**src/hw/branch_pkg.sv**
```systemverilog
package branch_pkg;
  // upper byte patterns of the conditional forms
  localparam logic [7:0] OPC_NOT_NEG  = 8'hE7;
  localparam logic [7:0] OPC_NO_OVF   = 8'hE5;
  localparam logic [7:0] OPC_NONZERO  = 8'hE1;
  // top five bits of the unconditional form
  localparam logic [4:0] OPC_ALWAYS   = 5'h1A;
  // offset field widths
  localparam int         SHORT_OFS_W  = 8;
  localparam int         LONG_OFS_W   = 11;
  // quarter phases of one instruction cycle
  localparam logic [1:0] PHASE_Q1     = 2'h0;
  localparam logic [1:0] PHASE_Q2     = 2'h1;
  localparam logic [1:0] PHASE_Q3     = 2'h2;
  localparam logic [1:0] PHASE_Q4     = 2'h3;
  localparam int         PC_W_DEF     = 21;

  typedef enum logic [2:0] {
    BK_NONE,
    BK_NOT_NEG,
    BK_NO_OVF,
    BK_NONZERO,
    BK_ALWAYS
  } br_kind_t;

  typedef enum logic [1:0] {
    ST_RUN,
    ST_EXEC,
    ST_DEAD
  } exec_state_t;
endpackage

```
**src/hw/relative_branch_exec.sv**
```systemverilog
// Contract
// - opcode E7xx branches to pc+2+2n when negative flag is clear
// - opcode E5xx branches to pc+2+2n when overflow flag is clear
// - opcode E1xx branches to pc+2+2n when zero flag is clear
// - top bits 11010 always branch, 11-bit signed offset -1024..1023
// - conditional offset is low eight bits, signed -128..127
// - offset is two's complement, doubled, added to incremented pc
// - conditional takes one cycle untaken, two taken, second cycle idle
// - unconditional takes two cycles, pc written in Q4 of first
`timescale 1ns/1ps
`default_nettype none

module relative_branch_exec #(
  parameter int PC_W = branch_pkg::PC_W_DEF
) (
  // clock and reset
  input  wire logic            ref_clk_in,
  input  wire logic            reset_n_in,
  // instruction register, held through Q1
  input  wire logic            instr_valid_in,
  input  wire logic [15:0]     instr_word_in,
  // already incremented program counter
  input  wire logic [PC_W-1:0] pc_in,
  // alu status flags
  input  wire logic            negative_in,
  input  wire logic            overflow_in,
  input  wire logic            zero_in,
  // program counter load
  output logic                 pc_load_out,
  output logic [PC_W-1:0]      pc_target_out,
  // sequencing
  output logic [1:0]           quarter_out,
  output logic                 busy_out,
  output logic                 dead_cycle_out
);
  import branch_pkg::*;

  typedef struct packed {
    logic [1:0]      phase;
    exec_state_t     st;
    br_kind_t        kind;
    logic            taken;
    logic [PC_W-1:0] target;
    logic            pc_load;
  } state_t;

  state_t          q;
  state_t          d;
  br_kind_t        kind;
  logic            cond_met;
  logic [PC_W-1:0] offset;
  logic            capture;

  // decode only; this block has no path to the status flags
  always_comb begin
    kind = BK_NONE;
    if (instr_word_in[15:8] == OPC_NOT_NEG) begin
      kind = BK_NOT_NEG;
    end else if (instr_word_in[15:8] == OPC_NO_OVF) begin
      kind = BK_NO_OVF;
    end else if (instr_word_in[15:8] == OPC_NONZERO) begin
      kind = BK_NONZERO;
    end else if (instr_word_in[15:11] == OPC_ALWAYS) begin
      kind = BK_ALWAYS;
    end
  end

  always_comb begin
    cond_met = 1'b0;
    unique case (kind)
      BK_NOT_NEG: cond_met = !negative_in;
      BK_NO_OVF:  cond_met = !overflow_in;
      BK_NONZERO: cond_met = !zero_in;
      BK_ALWAYS:  cond_met = 1'b1;
      BK_NONE:    cond_met = 1'b0;
    endcase
  end

  // sign-extend and double; pc_in already points past this word
  always_comb begin
    if (kind == BK_ALWAYS) begin
      offset = {{(PC_W-LONG_OFS_W-1){instr_word_in[LONG_OFS_W-1]}},
                instr_word_in[LONG_OFS_W-1:0], 1'b0};
    end else begin
      offset = {{(PC_W-SHORT_OFS_W-1){instr_word_in[SHORT_OFS_W-1]}},
                instr_word_in[SHORT_OFS_W-1:0], 1'b0};
    end
  end

  // instructions offered during the dead cycle are flushed, not decoded
  assign capture = (q.st == ST_RUN) && (q.phase == PHASE_Q1) && instr_valid_in
                   && (kind != BK_NONE);

  always_comb begin
    d         = q;
    d.phase   = q.phase + 2'h1;
    d.pc_load = 1'b0;
    unique case (q.st)
      ST_RUN: begin
        if (capture) begin
          d.st     = ST_EXEC;
          d.kind   = kind;
          d.taken  = cond_met;
          d.target = pc_in + offset;
        end
      end
      ST_EXEC: begin
        // load is raised so that it stands through Q4 only
        if (q.phase == PHASE_Q3) begin
          d.pc_load = q.taken;
        end
        if (q.phase == PHASE_Q4) begin
          d.st = q.taken ? ST_DEAD : ST_RUN;
        end
      end
      ST_DEAD: begin
        if (q.phase == PHASE_Q4) begin
          d.st = ST_RUN;
        end
      end
      default: d.st = ST_RUN;
    endcase
  end

  always_ff @(posedge ref_clk_in or negedge reset_n_in) begin
    if (!reset_n_in) begin
      q <= '{phase: PHASE_Q1, st: ST_RUN, kind: BK_NONE, taken: 1'b0,
             target: '0, pc_load: 1'b0};
    end else begin
      q <= d;
    end
  end

  assign pc_load_out    = q.pc_load;
  assign pc_target_out  = q.target;
  assign quarter_out    = q.phase;
  assign busy_out       = (q.st != ST_RUN);
  assign dead_cycle_out = (q.st == ST_DEAD);

  // reference target built a second way, by signed arithmetic
  logic [PC_W-1:0] ref_short;
  logic [PC_W-1:0] ref_long;
  assign ref_short = PC_W'($signed({1'b0, pc_in})
                     + (PC_W+1)'($signed(instr_word_in[SHORT_OFS_W-1:0]) * 2));
  assign ref_long  = PC_W'($signed({1'b0, pc_in})
                     + (PC_W+1)'($signed(instr_word_in[LONG_OFS_W-1:0]) * 2));
endmodule

`default_nettype wire

```
**config.mk**
```make
export PLATFORM = sky130hd
export DESIGN_NAME = relative_branch_exec
export DESIGN_NICKNAME = d
export VERILOG_FILES = /design/src/hw/branch_pkg.sv /design/src/hw/relative_branch_exec.sv
export SDC_FILE = /design/constraint.sdc
export NUM_CORES = 1
export LEC_CHECK = 0
export BUFFER_PORTS_ARGS = -buffer_cell sky130_fd_sc_hd__buf_2
export CORE_MARGIN = 1
export CORE_UTILIZATION = 41
export DETAILED_ROUTE_END_ITERATION = 10
export PLACE_DENSITY_LB_ADDON = 0.25
export SYNTH_ARGS = -nofsm -noshare
export SYNTH_HDL_FRONTEND = slang
export SYNTH_SLANG_ARGS = --single-unit
```
**constraint.sdc**
```tcl
create_clock -name ref_clk_in -period 3 [get_ports ref_clk_in]
set_clock_uncertainty 0.1 [all_clocks]
set_input_delay 0.15 -clock ref_clk_in [delete_from_list [all_inputs] [get_ports ref_clk_in]]
set_output_delay 0.15 -clock ref_clk_in [all_outputs]
set_load 0.02 [all_outputs]
```
# Yosys cells after proc, flatten, opt, wreduce, memory -nomap -nowiden

Index checks and enable logic that the tools add are counted.

$add $sub $neg: 2
Multipliers: 0
Div/mod/pow operators: 0
Magnitude comparators: 0
Eq/ne operators: 15
Shift operators: 0
Muxes and demuxes: 13
Bitwise operators: 0
Reductions and logical operators: 13

Operator list:

| kind                  | count |
|---|---|
| $mux W27              | 1 |
| $eq A8 B8 Y1 const B  | 3 |
| $add A21 B21 Y21      | 1 |
| $mux W21              | 1 |
| $mux W3               | 4 |
| $eq A2 B2 Y1 const B  | 3 |
| $eq A3 B2 Y1 const B  | 2 |
| $mux W2               | 3 |
| $pmux W2 S3           | 1 |
| $eq A5 B5 Y1 const B  | 1 |
| $pmux W1 S5           | 1 |
| $logic_not A2 Y1      | 2 |
| $ne A2 B2 Y1 const B  | 2 |
| $eq A3 B1 Y1 const B  | 1 |
| $eq A3 B3 Y1 const B  | 1 |
| $logic_and A1 B1 Y1   | 3 |
| $logic_not A1 Y1      | 3 |
| $logic_not A3 Y1      | 1 |
| $reduce_and A3 Y1     | 1 |
| $reduce_bool A3 Y1    | 1 |
| $add A2 B1 Y2 const B | 1 |
| $eq A2 B1 Y1 const B  | 1 |
| $mux W1               | 2 |
| $ne A2 B1 Y1 const B  | 1 |
| other kinds (2)       | 2 |

Register bits: 30
Latch bits: 0
Memory bits (writable): 0
ROM bits: 0
Bits of input ports: 43
Output and inout bits: 26
Word-level logic and storage cells: 49
Memories: 0

# Longest topological paths before layout

Depth after elaboration: 10
Depth in mapped cells: 12
Depth with buffers taken out: 11

# Least setup slack after synthesis

No wires, ideal clock.

Path type: input to register
Start: in instr_word_in[11]
End: reg q, in the netlist pc_target_out[20]
Library setup time: 0.131 ns
Arrival time: 2.388 ns
Required time: 2.769 ns
Slack: 0.380 ns
Stages on the path: 11
Path buffers: 1
Cell sequence: nand3b_2 > o21ai_0 > nand2_1 > ha_1 > buf_2 > a21oi_1 > o21ai_0 > a21oi_1 > a32oi_1 > o21ai_0 > or3_1

Word-level cells in the longest chain between the ends: 8
Elaborated cells between the ends (all ways): 14
Those cells by class: 1 x add/sub; 5 x eq/ne; 5 x mux; 3 x reduce/logical

Ends and longest elaborated chain:

| element                                               | line                                                   | RTL |
|---|---|---|
| start: declaration                                    | relative_branch_exec.sv:21                             | `input wire logic [15:0] instr_word_in,` |
| $eq A5 B5 Y1                                          | relative_branch_exec.sv:63                             | `end else if (instr_word_in[15:11] == OPC_ALWAYS) begin` |
| $mux W3                                               | relative_branch_exec.sv:63                             |  |
| $mux W3                                               | relative_branch_exec.sv:61                             | `end else if (instr_word_in[15:8] == OPC_NONZERO) begin` |
| $mux W3                                               | relative_branch_exec.sv:59                             | `end else if (instr_word_in[15:8] == OPC_NO_OVF) begin` |
| $mux W3 *                                             | relative_branch_exec.sv:57                             | `if (instr_word_in[15:8] == OPC_NOT_NEG) begin` |
| $eq A3 B3 Y1 or $reduce_bool A3 Y1 (tied branches)    | relative_branch_exec.sv:81, relative_branch_exec.sv:92 |  |
| $mux W21 or $logic_and A1 B1 Y1 (tied branches)       | relative_branch_exec.sv:81, relative_branch_exec.sv:92 |  |
| $add A21 B21 Y21 or $reduce_and A2 Y1 (tied branches) | -                                                      |  |
| end signal: assignment                                | relative_branch_exec.sv:127                            | `q <= '{phase: PHASE_Q1, st: ST_RUN, kind: BK_NONE, taken: 1'b0,` |
| end: declaration                                      | relative_branch_exec.sv:47                             | `state_t q;` |

Mark *: on every way between the ends. The rest lies on a longest branch, timed or not.
A chain may end at the register's enable or synchronous reset.

# Worst setup path in the final report

Ends and elaborated chain as after synthesis.

==> flow_metrics.py <==
metrics = {
    "run_status": {
        "status": "finished clean",
    },
    "logic_synthesis": {
        "synth_xor_area_share_pct": 5.18,
        "ys_seq_area_share_pct": 28.5,
        "synth_edf_count": 0,
        "synth_top_family_by_area": "compound AO/OA/AOI/OAI gates",
        "synthArstFlopShare_pct": 100,
        "synth-compound-area-share_pct": 22.1,
        "synth_area_per_cell_um2": 8.52,
        "yosysWarnings": 0,
        "synthAdderAreaFrac_pct": 13.5,
        "ys_types": 53,
        "synth-simple-area-share_pct": 18.5,
        "ys_ff_latch": 27,
        "synth_top_cell_area_share_pct": 28.5,
        "synthMuxAreaShare_pct": 1.85,
        "yosys.area.top_type": "dfrtp_1",
        "netlist_area_um2": 2370,
        "synth_area_leaders": "dfrtp_1 (29%), ha_1 (13%), buf_4 (7.6%), nand2_1 (6.7%), o21ai_0 (6.3%)",
        "netlist_instances": 278,
        "synth.most_common_cell": "nand2_1",
        "synth_ff_type": "dfrtp_1",
        "synth_nets": 346,
        "yosys-top-cells-count": "nand2_1 (42), o21ai_0 (30), dfrtp_1 (27)",
    },
    "flow_run": {
        "cap_violations": 0,
    },
    "power": {
        "p_leak_nw": 1.36,
        "p_per_area_nw_per_um2": 378,
        "ir_drop_mv": 0.132,
    },
    "sta": {
        "fmax_ghz": 0.370,
        "slew_headroom_pct": 56.5,
        "finalHoldViolations": 0,
        "tightest_slew_ns": 0.653,
        "tns_ns": 0,
        "rsz0062_at_grt": "false",
        "setup_violations": 0,
        "maxSlewViolCount": 0,
        "finalCritPeriodShare_pct": 90.1,
        "layout_min_cycle_time_ns": 2.70,
    },
    "critical_path": {
        "arrival_ns": 2.76,
        "worstSetupPathType": "in2reg",
        "start_kind": "input pin",
        "critPathMaxFanout": 10,
        "cp.required_ns": 3.06,
        "cp-end-kind": "flop",
    },
    "clocking": {
        "cts_made_buffers": 3,
        "clk_pin_slew_ns": 0.09,
        "clockBufferDepth": 2,
        "cts_tree": "yes",
        "cts_num_sinks": 27,
        "cts_root_buf": "clkbuf_8",
        "clock_latency_ns": 0.27,
        "h-tree-depth": 1,
        "cts_resized": 0,
    },
    "drt": {
        "drc": 0,
        "first_pass_iters": 4,
        "via_per_inst": 5.14,
        "vias": 2041,
        "wl_per_cell_um": 13.0,
        "routed_wl_um": 5170,
        "antenna_left": 0,
        "drtIter0Drc": 112,
    },
    "finish": {
        "drive_gt1_share_pct": 27.4,
        "final_util_pct": 48.1,
        "design_area_um2": 2670,
        "areaGrowthSynthToFinish_pct": 12.6,
        "fill_cells": 577,
        "final_nets": 394,
        "diodes": 0,
    },
    "global_routing": {
        "grt_pass1_wl_um": 8500,
        "grt_pass1_vias": 1873,
        "grt-ovfl-total": 0,
        "grt_start_max_net_pins": 28,
        "track_usage_pct": 17.5,
        "antenna_found_initial": 0,
    },
    "floorplan": {
        "die_area_um2": 6080,
        "rows": 27,
        "core-area_um2": 5540,
        "die_w_um": 78.0,
        "start_util_pct": 42.7,
        "fp.dieH_um": 78.0,
        "io_pins": 69,
    },
    "placement": {
        "dp_hpwl_um": 4320,
        "port_buffers": 68,
        "dpl_cell_area_um2": 2610,
        "gp_congestion": 0.959,
    },
    "hold_path": {
        "hold_path_class": "in2reg",
    },
}
## cell usage in the layout, fill, tap and decap left out, types with 2 or more instances in the layout
cell type and count:
inv_1 9, nand4_1 3, mux2_2 3, o211ai_1 4
nor2_1 4, a21oi_1 21, buf_4 3, nand2_1 42
xnor2_1 8, a211oi_1 4, o21ai_0 30, nor2b_1 6
clkbuf_8 3, o21a_1 3, a31oi_1 4, o31ai_1 2
a21o_1 5, ha_1 24, buf_2 68, and2_1 3
or2_2 2, dfrtp_1 27, xor2_1 6, nand3_1 2
nand2b_1 6, nor4_1 3, nor3_1 3
## worst paths after layout
check	start	end	slack, ns	cells past startpoint
worst max-delay path	instr_word_in[11]	pc_target_out[20]	0.30	11
worst min-delay path	pc_in[0]	pc_target_out[0]	0.02	2
worst max register to register	quarter_out[0]	pc_target_out[7]	0.68	7
worst min register to register	pc_target_out[9]	pc_target_out[9]	0.38	2
max in group asynchronous	reset_n_in	q[27]	2.11	2
min in group asynchronous	reset_n_in	pc_target_out[3]	0.31	2
## layer usage
metal  part of all wire (%)  GRT usage (%)  up-vias
li1                       -              -     1065
met1                     51           26.1      911
met2                     43           27.3       59
met3                    4.4          0.941        6
met4                    1.1           5.19        0
met5                      0              0        -
## through the flow
step	std cells	power, W	setup slack (ns)	hold slack, ns
floorplan	278	0.000731	0.380	-0.246
global placement	392	0.000808	0.143	0.0914
detailed placement	392	0.000814	0.0170	0.0892
CTS	397	0.00101	0.304	0.00812
global route	397	0.00108	0.00676	0.0299
finish	397	0.00101	0.298	0.0152
## timing repair
action / 4_1_cts / 5_1_grt
buffers inserted: 0 / 0
hold buffers: 1 / 0
endpoints found under the hold margin: 27 / 0
## cell type report
class	instances	area, µm²	area share [%]
clock inverters	1	5.00	0.188
clock buffers	3	41.3	1.55
repair buffers	72	373	14.0
multi-input cells	213	1450	54.3
flip-flops and latches	27	676	25.3
well taps	72	90.1	3.38
inverters	9	33.8	1.27
## kinds of logic after synthesis
| kind of cell | count (synthesis) |
|---|---|
| compound gates | 85 |
| mux | 4 |
| flops | 27 |
| xor+xnor | 14 |
| buf+inv | 38 |
| simple gates | 85 |
| fa+ha+maj | 25 |
## where the power goes
| group | internal, W | switching [W] |
|---|---|---|
| Clock | 0.0000929 | 0.000109 |
| Combinational | 0.000158 | 0.000232 |
| Sequential | 0.000399 | 0.0000184 |
## critical path, cell delays in order
cell      delay (ns)
buf_2           0.09
nand3b_2        0.28
o21ai_0         0.33
nand2_1         0.31
ha_1            0.44
a21oi_1         0.23
o21ai_0         0.15
a21oi_1         0.17
nand2_1         0.14
and3_1          0.17
or3_1           0.29
## sequential cells by signal (all words and copies together), names as in the netlist
name,cells
pc_load_out,1
quarter_out,2
q,3
pc_target_out,21
(Power assumes the default switching activity.)
